--- src/fbid_params.svh ---
// Constants for the full bridge input decoder
`ifndef FBID_PARAMS_SVH
`define FBID_PARAMS_SVH
`define FBID_CLK_MHZ         125
`define FBID_RES_PULSE_US    10
`define FBID_RES_CYC         (`FBID_RES_PULSE_US * `FBID_CLK_MHZ)
`define FBID_CP_SETTLE_US    3000
`define FBID_CP_CYC          (`FBID_CP_SETTLE_US * `FBID_CLK_MHZ)
`define FBID_DEAD_DEF_US     6
`define FBID_DEAD_DEF_CYC    (`FBID_DEAD_DEF_US * `FBID_CLK_MHZ)
`define FBID_DEAD_W          12
`define FBID_TMR_W           20
`define FBID_ADDR_CTRL       12'h000
`define FBID_ADDR_STAT       12'h004
`define FBID_ADDR_DEAD       12'h008
`define FBID_CTRL_DTEN       0
`define FBID_CTRL_DTDEF      1
`define FBID_STAT_GATES      3:0
`define FBID_STAT_AWAKE      4
`define FBID_STAT_FAULT      5
`define FBID_STAT_SLEEP      6
`define FBID_CTRL_RST        2'h0
`define FBID_DEAD_RST        12'h07d
`endif

--- src/fbid_pkg.sv ---
// Types for the full bridge input decoder
package fbid_pkg;
  typedef enum logic [1:0] {FBID_SLEEP, FBID_WAKE, FBID_RUN} fbid_pwr_t;
endpackage : fbid_pkg

--- src/fbid_decoder.sv ---
// Full bridge input decoder with sleep, fault clear and dead time
//
// Added by the designer: register access over APB and the address map.
`timescale 1ns/1ps
`include "fbid_params.svh"
module fbid_decoder
  import fbid_pkg::*;
#(
  parameter int RES_CYC  = `FBID_RES_CYC,
  parameter int CP_CYC   = `FBID_CP_CYC
) (
  input  wire logic        clk,
  input  wire logic        nrst,
  input  wire logic        highChopIn,
  input  wire logic        lowChopIn,
  input  wire logic        directionIn,
  input  wire logic        syncRectifyEn,
  input  wire logic        resetInN,
  input  wire logic        pumpReady,
  input  wire logic        faultDetect,
  input  wire logic        psel,
  input  wire logic        penable,
  input  wire logic        pwrite,
  input  wire logic [11:0] paddr,
  input  wire logic [31:0] pwdata,
  output logic      [31:0] prdata,
  output logic             pready,
  output logic             pslverr,
  output logic             leftUpperGate,
  output logic             leftLowerGate,
  output logic             rightUpperGate,
  output logic             rightLowerGate,
  output logic             faultLatched,
  output logic             sleepOut
);

  // Gate request decode: {lu, ll, ru, rl}
  function automatic logic [3:0] decode(input logic h, input logic l,
                                        input logic d, input logic s);
    logic [3:0] g;
    g = 4'h0;
    if (h && l) begin
      g = d ? 4'b1001 : 4'b0110;
    end else if (!h && l) begin
      g = s ? 4'b0101 : (d ? 4'b0001 : 4'b0100);
    end else if (h && !l) begin
      g = s ? 4'b1010 : (d ? 4'b1000 : 4'b0010);
    end
    return g;
  endfunction : decode

  logic [1:0] hSync_q, lSync_q, dSync_q, sSync_q, rSync_q;
  logic [1:0] ctrl_q;
  logic [`FBID_DEAD_W-1:0] dead_q;
  logic [`FBID_TMR_W-1:0] resCnt_q, cpCnt_q;
  logic [`FBID_DEAD_W-1:0] dtL_q, dtR_q;
  fbid_pwr_t pwr_q;
  logic [3:0] want;
  logic [`FBID_DEAD_W-1:0] deadCyc;
  logic [`FBID_DEAD_W-1:0] deadLoad;
  logic rstLow, pumpSync;
  logic [1:0] pSync_q;
  logic [1:0] fSync_q;

  // Two-stage synchronisers for all pins except nrst and the APB inputs
  always_ff @(posedge clk or negedge nrst) begin
    if (!nrst) begin
      hSync_q <= 2'h0;
      lSync_q <= 2'h0;
      dSync_q <= 2'h0;
      sSync_q <= 2'h0;
      rSync_q <= 2'h0;
      pSync_q <= 2'h0;
      fSync_q <= 2'h0;
    end else begin
      hSync_q <= {hSync_q[0], highChopIn};
      lSync_q <= {lSync_q[0], lowChopIn};
      dSync_q <= {dSync_q[0], directionIn};
      sSync_q <= {sSync_q[0], syncRectifyEn};
      rSync_q <= {rSync_q[0], resetInN};
      pSync_q <= {pSync_q[0], pumpReady};
      fSync_q <= {fSync_q[0], faultDetect};
    end
  end

  assign rstLow   = !rSync_q[1];
  assign pumpSync = pSync_q[1];
  assign want     = decode(hSync_q[1], lSync_q[1], dSync_q[1], sSync_q[1]);
  assign deadCyc  = ctrl_q[`FBID_CTRL_DTDEF] ? `FBID_DEAD_W'(`FBID_DEAD_DEF_CYC) : dead_q;
  assign deadLoad = ctrl_q[`FBID_CTRL_DTEN] ? deadCyc : '0;

  always_ff @(posedge clk or negedge nrst) begin
    if (!nrst) begin
      resCnt_q <= '0;
    end else if (!rstLow) begin
      resCnt_q <= '0;
    end else if (resCnt_q != `FBID_TMR_W'(RES_CYC)) begin
      resCnt_q <= resCnt_q + 1'b1;
    end
  end

  always_ff @(posedge clk or negedge nrst) begin
    if (!nrst) begin
      pwr_q   <= FBID_WAKE;
      cpCnt_q <= '0;
    end else begin
      unique case (pwr_q)
        FBID_RUN: begin
          if (rstLow && resCnt_q == `FBID_TMR_W'(RES_CYC)) begin
            pwr_q <= FBID_SLEEP;
          end
        end
        FBID_SLEEP: begin
          cpCnt_q <= '0;
          if (!rstLow) begin
            pwr_q <= FBID_WAKE;
          end
        end
        FBID_WAKE: begin
          if (rstLow && resCnt_q == `FBID_TMR_W'(RES_CYC)) begin
            pwr_q <= FBID_SLEEP;
          end else if (pumpSync || cpCnt_q == `FBID_TMR_W'(CP_CYC)) begin
            pwr_q <= FBID_RUN;
          end else begin
            cpCnt_q <= cpCnt_q + 1'b1;
          end
        end
      endcase
    end
  end

  // fault latch, set wins over clear
  always_ff @(posedge clk or negedge nrst) begin
    if (!nrst) begin
      faultLatched <= 1'b0;
    end else if (fSync_q[1] && pwr_q == FBID_RUN) begin
      faultLatched <= 1'b1;
    end else if (rstLow) begin
      faultLatched <= 1'b0;
    end
  end

  always_ff @(posedge clk or negedge nrst) begin
    if (!nrst) begin
      sleepOut <= 1'b1;
    end else begin
      sleepOut <= (pwr_q == FBID_SLEEP);
    end
  end

  always_ff @(posedge clk or negedge nrst) begin
    if (!nrst) begin
      leftUpperGate  <= 1'b0;
      leftLowerGate  <= 1'b0;
      rightUpperGate <= 1'b0;
      rightLowerGate <= 1'b0;
      dtL_q          <= '0;
      dtR_q          <= '0;
    end else if (pwr_q != FBID_RUN || faultLatched || rstLow) begin
      leftUpperGate  <= 1'b0;
      leftLowerGate  <= 1'b0;
      rightUpperGate <= 1'b0;
      rightLowerGate <= 1'b0;
      dtL_q          <= deadLoad;
      dtR_q          <= deadLoad;
    end else begin
      // Any turn-off starts the dead count, so a pass through coast is guarded too
      if ((leftUpperGate && !want[3]) || (leftLowerGate && !want[2])) begin
        leftUpperGate <= 1'b0;
        leftLowerGate <= 1'b0;
        dtL_q         <= deadLoad;
      end else if (dtL_q != '0) begin
        dtL_q         <= dtL_q - 1'b1;
        leftUpperGate <= 1'b0;
        leftLowerGate <= 1'b0;
      end else begin
        leftUpperGate <= want[3];
        leftLowerGate <= want[2];
      end
      if ((rightUpperGate && !want[1]) || (rightLowerGate && !want[0])) begin
        rightUpperGate <= 1'b0;
        rightLowerGate <= 1'b0;
        dtR_q          <= deadLoad;
      end else if (dtR_q != '0) begin
        dtR_q          <= dtR_q - 1'b1;
        rightUpperGate <= 1'b0;
        rightLowerGate <= 1'b0;
      end else begin
        rightUpperGate <= want[1];
        rightLowerGate <= want[0];
      end
    end
  end

  // APB slave, zero wait states
  always_ff @(posedge clk or negedge nrst) begin
    if (!nrst) begin
      ctrl_q <= `FBID_CTRL_RST;
      dead_q <= `FBID_DEAD_RST;
    end else if (psel && penable && pwrite) begin
      if (paddr == `FBID_ADDR_CTRL) begin
        ctrl_q <= pwdata[1:0];
      end else if (paddr == `FBID_ADDR_DEAD) begin
        dead_q <= pwdata[`FBID_DEAD_W-1:0];
      end
    end
  end

  always_ff @(posedge clk or negedge nrst) begin
    if (!nrst) begin
      prdata  <= '0;
      pready  <= 1'b0;
      pslverr <= 1'b0;
    end else begin
      pready  <= psel && !penable;
      pslverr <= 1'b0;
      prdata  <= '0;
      if (psel && !penable) begin
        unique case (paddr)
          `FBID_ADDR_CTRL: prdata <= {30'h0, ctrl_q};
          `FBID_ADDR_STAT: prdata <= {25'h0, pwr_q == FBID_SLEEP, faultLatched,
                                      pwr_q == FBID_RUN, leftUpperGate, leftLowerGate,
                                      rightUpperGate, rightLowerGate};
          `FBID_ADDR_DEAD: prdata <= {20'h0, dead_q};
          default:         pslverr <= 1'b1;
        endcase
      end
    end
  end

  AST_LEFT_INTERLOCK: assert property (@(posedge clk) disable iff (!nrst)
    !(leftUpperGate && leftLowerGate)) else $error("left leg shoot-through");
  AST_RIGHT_INTERLOCK: assert property (@(posedge clk) disable iff (!nrst)
    !(rightUpperGate && rightLowerGate)) else $error("right leg shoot-through");
  AST_COAST: assert property (@(posedge clk) disable iff (!nrst)
    (!hSync_q[1] && !lSync_q[1]) |=> !(leftUpperGate || leftLowerGate
      || rightUpperGate || rightLowerGate)) else $error("coast not honoured");
  AST_SLEEP_OFF: assert property (@(posedge clk) disable iff (!nrst)
    pwr_q == FBID_SLEEP |=> !(leftUpperGate || leftLowerGate || rightUpperGate
      || rightLowerGate)) else $error("gate on in sleep");
  AST_WAKE_OFF: assert property (@(posedge clk) disable iff (!nrst)
    pwr_q == FBID_WAKE |=> !(leftUpperGate || leftLowerGate || rightUpperGate
      || rightLowerGate)) else $error("gate on in wake");
  AST_FAULT_CLR: assert property (@(posedge clk) disable iff (!nrst)
    (pwr_q == FBID_SLEEP && !fSync_q[1]) |=> !faultLatched) else $error("fault kept in sleep");
  AST_SHORT_PULSE: assert property (@(posedge clk) disable iff (!nrst)
    (pwr_q == FBID_RUN && resCnt_q < `FBID_TMR_W'(RES_CYC)) |=> pwr_q != FBID_SLEEP)
    else $error("early sleep");
  AST_FULL_DRIVE: assert property (@(posedge clk) disable iff (!nrst)
    (pwr_q == FBID_RUN && !faultLatched && !rstLow && want == 4'b1001 && leftUpperGate
     && rightLowerGate) |=> leftUpperGate || $changed(want)) else $error("drive dropped");
  AST_REVERSE: assert property (@(posedge clk) disable iff (!nrst)
    (hSync_q[1] && lSync_q[1] && !dSync_q[1]) |-> want == 4'b0110)
    else $error("reverse drive decode wrong");
  AST_LOW_BRAKE: assert property (@(posedge clk) disable iff (!nrst)
    (!hSync_q[1] && lSync_q[1] && sSync_q[1]) |-> want == 4'b0101)
    else $error("low brake decode wrong");
  AST_HIGH_BRAKE: assert property (@(posedge clk) disable iff (!nrst)
    (hSync_q[1] && !lSync_q[1] && sSync_q[1]) |-> want == 4'b1010)
    else $error("high brake decode wrong");
  AST_LOW_DIODE: assert property (@(posedge clk) disable iff (!nrst)
    (!hSync_q[1] && lSync_q[1] && !sSync_q[1]) |-> want == (dSync_q[1] ? 4'b0001 : 4'b0100))
    else $error("low diode decode wrong");
  AST_HIGH_DIODE: assert property (@(posedge clk) disable iff (!nrst)
    (hSync_q[1] && !lSync_q[1] && !sSync_q[1]) |-> want == (dSync_q[1] ? 4'b1000 : 4'b0010))
    else $error("high diode decode wrong");
  AST_RECTIFY: assert property (@(posedge clk) disable iff (!nrst)
    (want == 4'b0101 || want == 4'b1010) |-> sSync_q[1] && (hSync_q[1] != lSync_q[1]))
    else $error("rectify outside off time");
  AST_DEAD_LEFT: assert property (@(posedge clk) disable iff (!nrst)
    (dtL_q != '0) |-> !(leftUpperGate || leftLowerGate))
    else $error("left gate on in dead time");
  AST_DEAD_RIGHT: assert property (@(posedge clk) disable iff (!nrst)
    (dtR_q != '0) |-> !(rightUpperGate || rightLowerGate))
    else $error("right gate on in dead time");
  AST_FAULT_OFF: assert property (@(posedge clk) disable iff (!nrst)
    faultLatched |=> !(leftUpperGate || leftLowerGate || rightUpperGate
      || rightLowerGate))
    else $error("gate on with fault latched");
  COV_SLEEP: cover property (@(posedge clk) pwr_q == FBID_SLEEP ##1 pwr_q == FBID_WAKE);
  COV_RUN: cover property (@(posedge clk) pwr_q == FBID_WAKE ##1 pwr_q == FBID_RUN);
  COV_BRAKE: cover property (@(posedge clk) leftLowerGate && rightLowerGate);
  COV_DEAD: cover property (@(posedge clk) dtL_q != '0 ##1 dtL_q == '0);
endmodule : fbid_decoder

--- config.mk ---
export PLATFORM = sky130hd
export DESIGN_NAME = fbid_decoder
export DESIGN_NICKNAME = d
export VERILOG_FILES = /design/src/fbid_pkg.sv /design/src/fbid_decoder.sv
export VERILOG_INCLUDE_DIRS = /design/src
export SDC_FILE = /design/constraint.sdc
export NUM_CORES = 1
export LEC_CHECK = 0
export BUFFER_PORTS_ARGS = -buffer_cell sky130_fd_sc_hd__clkbuf_2
export CORE_UTILIZATION = 40
export CTS_CLUSTER_DIAMETER = 120
export DETAILED_ROUTE_END_ITERATION = 8
export SYNTH_ARGS = -nofsm -noshare
export SYNTH_HDL_FRONTEND = slang
export SYNTH_SLANG_ARGS = --single-unit
--- constraint.sdc ---
create_clock -name clk -period 2.8 [get_ports clk]
set_clock_uncertainty 0.15 [all_clocks]
set_input_delay 0 -clock clk [delete_from_list [all_inputs] [get_ports clk]]
set_output_delay 0 -clock clk [all_outputs]
set_load 0.02 [all_outputs]
# Yosys cells after proc, flatten, opt, wreduce, memory -nomap -nowiden
# Index checks and enable logic that the tools add are counted.
# Widths: inputs -> output; s select.
dict set report word_totals {
  register_bits 134
  latchBits 0
  ramBits 0
  romBits 0
  input_bits 56
  wordCells 124
  n_memories 0
}
dict set report classes {
  n_addsub 4
  n_mul 0
  n_div 0
  n_lt_le_gt_ge 0
  n_eq_ne 14
  shifts 0
  muxes 44
  n_bitwise 1
  reduce_logical 38
}
# operator n
set op_table {}
lappend op_table {{$mux 12} 9}
lappend op_table {{$mux 20} 4}
lappend op_table {{$add 20x1->20 const B} 2}
lappend op_table {{$pmux 20 s2} 1}
lappend op_table {{$pmux 12 s3} 1}
lappend op_table {{$mux 4} 6}
lappend op_table {{$reduce_bool 12->1} 2}
lappend op_table {{$sub 12x1->12 const B} 2}
lappend op_table {{$eq 20x11->1 const B} 1}
lappend op_table {{$eq 20x19->1 const B} 1}
lappend op_table {{$ne 20x11->1 const B} 1}
lappend op_table {{$mux 1} 16}
lappend op_table {{$eq 12x3->1 const B} 1}
lappend op_table {{$eq 12x4->1 const B} 1}
lappend op_table {{$logic_and 1x1->1} 12}
lappend op_table {{$logic_not 12->1} 1}
lappend op_table {{$ne 2x2->1 const B} 5}
lappend op_table {{$reduce_and 3->1} 3}
lappend op_table {{$logic_not 1->1} 8}
lappend op_table {{$mux 2} 4}
lappend op_table {{$mux 3} 2}
lappend op_table {{$pmux 2 s3} 1}
lappend op_table {{$reduce_bool 3->1} 2}
lappend op_table {{$logic_or 1x1->1} 5}
lappend op_table {{other kinds (9)} 10}

# Depth between registers and ports, before layout
dict set report logic_depth {
  depth_word 10
  mapped_depth 8
  mapped_depth_nobuf 7
}

# Worst setup path before layout
# Ideal clock, no wire load.
dict set report synth_timing {
  path_kind {reg2reg}
  from {reg resCnt_q[4]}
  to {reg cpCnt_q[12]}
  setup_time_ns 0.079
  arrival_time_ns 2.125
  required_time_ns 2.571
  path_slack_ns 0.446
  path_stages_with_launch 6
  n_path_buf 0
  cell_sequence {dfrtp_1 -> or4b_1 -> or4b_4 -> o21ai_1 -> or4_1 -> mux2i_1}
}
dict set report synth_via {
  elab_chain_len 4
}
# element line_no
set synth_lines {}
lappend synth_lines {{from (decl)} fbid_decoder.sv:55} ;# logic [`FBID_TMR_W-1:0] resCnt_q, cpCnt_q;
lappend synth_lines {{from (signal assigned)} fbid_decoder.sv:98} ;# resCnt_q <= resCnt_q + 1'b1;
lappend synth_lines {{$eq 20x11->1} fbid_decoder.sv:120} ;# if (rstLow && resCnt_q == `FBID_TMR_W'(RES_CYC)) begin
lappend synth_lines {{$logic_and 1x1->1} fbid_decoder.sv:120}
lappend synth_lines {{$ne 2x2->1 (no source line)} --}
lappend synth_lines {{$reduce_and 3->1 (no source line)} --}
lappend synth_lines {{to (signal assigned)} fbid_decoder.sv:125} ;# cpCnt_q <= cpCnt_q + 1'b1;
lappend synth_lines {{to (decl)} fbid_decoder.sv:55}
# No other way between the ends.
# A chain may end at the register's enable or synchronous reset.

# Worst setup path after layout
dict set report layout_timing {
  from {reg dtR_q[0]}
  to {reg dtR_q[7]}
}
dict set report layout_via {
  elab_chain_len 4
  word_cells_on_any_way 6
  classes_between {add/sub (1); mux (3); reduce/logical (2)}
}
# element line_no
set layout_lines {}
lappend layout_lines {{from (decl)} fbid_decoder.sv:56} ;# logic [`FBID_DEAD_W-1:0] dtL_q, dtR_q;
lappend layout_lines {{from (signal assigned)} fbid_decoder.sv:165} ;# dtR_q <= deadLoad;
lappend layout_lines {{from (signal assigned)} fbid_decoder.sv:183} ;# dtR_q <= deadLoad;
lappend layout_lines {{from (signal assigned)} fbid_decoder.sv:185} ;# dtR_q <= dtR_q - 1'b1;
lappend layout_lines {{$sub 12x1->12} fbid_decoder.sv:185}
lappend layout_lines {{$mux 12} fbid_decoder.sv:184} ;# end else if (dtR_q != '0) begin
lappend layout_lines {{$mux 12} fbid_decoder.sv:180} ;# if ((rightUpperGate && !want[1]) || (rightLowerGate && !want[0])) begin
lappend layout_lines {{$mux 12} fbid_decoder.sv:159} ;# end else if (pwr_q != FBID_RUN || faultLatched || rstLow) begin
# Parallel ways exist; a longest one is shown, timed or not. The select of a mux whose other input is x is not followed.

==> metrics.md <==
| Metric | Value |
|---|---|
| Status | `finished, final reports clean` |
| Iter 0 DRT Violations | `~250` |
| Max cap viols | `0` |
| ANT nets after route | `0` |
| Die Area | `about 0.015 mm^2` |
| Fin crit period | `2483 ps` |
| Max Fclk | `0.4027 GHz` |
| Fillers | `1305` |
| Max Slew Vio Count | `0` |
| WS Path Type | `reg -> reg` |
| Synth warn | `0` |
| RD Place Congestion | `0.8572` |
| Routed wire length | `12550 um` |
| Hold_sp | `faultDetect` |
| Final Setup Violations | `0` |
| Drt drc | `0` |
| Post-Syn Instances | `around 570` |
| I/O pin cnt | `96` |
| Layout cells sized above 1 | `19.38%` |
| Register area share after synthesis | `between 50% and 60%` |
| Synth Area in Simple Gates | `a little over a fifth` |
| WP data arrival | `2610 ps` |
| Largest net degree at the start of global routing | `a little under 90` |
| Post-Place Cells | `790` |
| Tcrit/Tclk final | `between 80% and 90%` |
| Asr flop ratio synth | `100.0%` |
| Worst-Margin Slew | `1091 ps` |
| Avg Cell Area, Syn | `9.992 um^2` |
| PD cells | `708.1 mW/mm^2` |
| Hold path cells | `2` |
| Clk_lat worst skew | `410 ps` |
| Worst-path clk slew | `50 ps` |
| Multi-input gate area | `about 0.0026 mm^2` |
| Fin nets | `728` |
| R2R Path Start | `dtR_q[0]` |
| CP Launch Point | `dtR_q[0]` |
| Diode count | `0` |
| FF-to-FF setup slack | `320 ps` |
| Hold Path Class | `in -> reg` |
| CP required | `roughly 2900 ps` |
| Gr ovfl total | `0` |
| Adder-Cell Fraction of Synth Area | `1.754%` |
| Avg Vias per Cell | `approximately 5.3` |
| Worst hold endpoint | `fSync_q[0]` |
| Bufs on Longest Clock Path | `2` |
| Mux share of post-synthesis cell area | `4.693%` |
| Synth Area in Compound Gates | `10.86%` |
| LEAKAGE | `3.149 nW` |
| GRT Util Overall | `a little under a fifth` |
| Count of different cell masters after synthesis | `54` |
| CP startpoint kind | `register` |
| Final HPWL DP | `~8500 um` |
| CTS tree | `yes` |
| Final worst slack | `317.0 ps` |
| Initial antenna violation count | `0` |
| Die Span Y | `around 120 um` |
| Most frequent cells in the layout | `106 x dfrtp_1, 56 x nor2_1, 54 x clkbuf_2` |
| XOR/XNOR Fraction of Synth Area | `5.066%` |
| Worst Hold Margin | `85.56 ps` |
| Routed WL per cell | `between 10 and 15 um` |
| # port buffers | `55` |
| Die X | `121.4 um` |
| Routed vias | `between 4000 and 5000` |
| Reg2Reg Depth | `7` |
| Main synth FF type | `dfrtp_1` |
| First-pass GRT wire length | `21120 um` |
| Mapped cell area | `0.005705 mm^2` |
| Core footprint | `0.01388 mm^2` |
| Critical R2R Capture | `dtR_q[7]` |
| Commonest non-fill, non-tap cell in the layout | `dfrtp_1` |
| Reg area | `approximately 0.0029 mm^2` |
| Root Buffer | `clkbuf_16` |
| Final Hold Viols | `0` |
| Max VDD drop | `0.4852 mV` |
| Total power | `between 0.004 and 0.005 W` |
| Total CTS buffers | `17` |
| CTS H-tree lvls | `4` |
| CTS sink count | `114` |
| TritonRoute pass-1 iters | `4` |
| Largest family of logic cells by synthesized area | `simple AND/OR/NAND/NOR gates` |
| Vias in the first global route | `around 4300` |
| Row cnt | `43` |
| EDFF count, synth | `0` |
| Relative slew slack | `between 20% and 30%` |
| Initial Utilization | `41.10%` |
| RSZ-0062 raised after global routing | `false` |
| Crit end category | `register` |
| Post-synthesis register bit count | `114` |
| Final setup TNS | `0 ps` |
| Pre-CTS WS | `335.4 ps` |
| Fin cells | `856` |
| Post-CTS Setup Inserts | `0` |
| Area Overhead vs Synth | `23.16%` |
| CP Max Fanout | `6` |
==> worst max-delay path by stage <==
stage | to | slack [ps] | cells after the start
after floorplan | cpCnt_q[12] | 450 | 5
after detailed placement | dtR_q[7] | 340 | 7
final | dtR_q[7] | 320 | 7
after global placement | dtR_q[7] | 390 | 7
after global routing | dtR_q[7] | 150 | 7
after CTS | dtR_q[7] | 330 | 7
==> cell usage after synthesis (15+ instances only) <==
master / count / area share [%]
dfrtp_1: 106 / 46
nor2_1: 56 / 3.7
nand2_1: 40 / 2.6
o21ai_0: 36 / 3.2
clkbuf_1: 25 / 1.6
nand3_1: 23 / 2.0
buf_4: 20 / 2.6
a21oi_1: 17 / 1.5
xor2_1: 17 / 2.6
xnor2_1: 16 / 2.5
nor3_1: 15 / 1.3
nor4_1: 15 / 1.6
==> kinds of logic after synthesis <==
logic type / after synthesis
simple gates: 232
flops: 114
compound gates: 97
buf+inv: 61
xor+xnor: 33
mux: 25
fa+ha+maj: 8
other cells: 1
==> registers in the layout, indices dropped and copies added (netlist names), 2 cells and up <==
signal    flops
hSync_q       2
dtL_q        12
fSync_q       2
ctrl_q        2
resCnt_q     20
dSync_q       2
dtR_q        12
pwr_q         2
prdata       12
rSync_q       2
pSync_q       2
dead_q       12
lSync_q       2
cpCnt_q      20
sSync_q       2
==> cell type report <==
type | instances | share of cell area (%)
Sequential cell | 114 | 40.74
Inverter | 14 | 0.7479
Timing Repair Buffer | 102 | 10.40
Multi-Input combinational cell | 415 | 37.20
Clock inverter | 7 | 0.8547
Clock buffer | 24 | 6.855
Tap cell | 180 | 3.205
==> where the power goes <==
| part | internal, W | leakage, nW | total [W] | switching, W |
|---|---|---|---|---|
| registers | 0.00175 | 1.52 | 0.00186 | 0.000107 |
| logic | 0.000462 | 1.35 | 0.00114 | 0.000682 |
| clock network | 0.00127 | 0.273 | 0.00197 | 0.000702 |
| total | 0.00348 | 3.15 | 0.00498 | 0.00149 |
==> per-stage QoR <==
step                      util, %  instance area [um^2]
final                       50.62                  7027
after global routing        50.62                  7027
after CTS                   50.62                  7027
after detailed placement    44.20                  6135
after global placement      44.20                  6135
after floorplan                 -                  5777
==> repair_timing <==
item	CTS	global route
hold endpoints to repair	140	0
gates resized for setup	0	0
hold buffers	35	0
==> layer usage <==
metal,global-route usage (%),part of all wire [%],routed length [um],up-vias
li1,-,-,-,2208
met1,23.41,46,5781,2221
met2,30.22,49,6135,88
met3,4.746,3.4,430,19
met4,7.485,1.6,205,0
met5,0,0,0,-
==> worst max-delay path: stages, from the launching register on <==
cell and delay (ps):
dfrtp_1 400, inv_1 110, ha_1 180, or4b_2 600, or4_1 550, nand2_1 130
xor2_1 140, mux2i_1 80
Note: power is estimated with default switching activity, not from simulation.
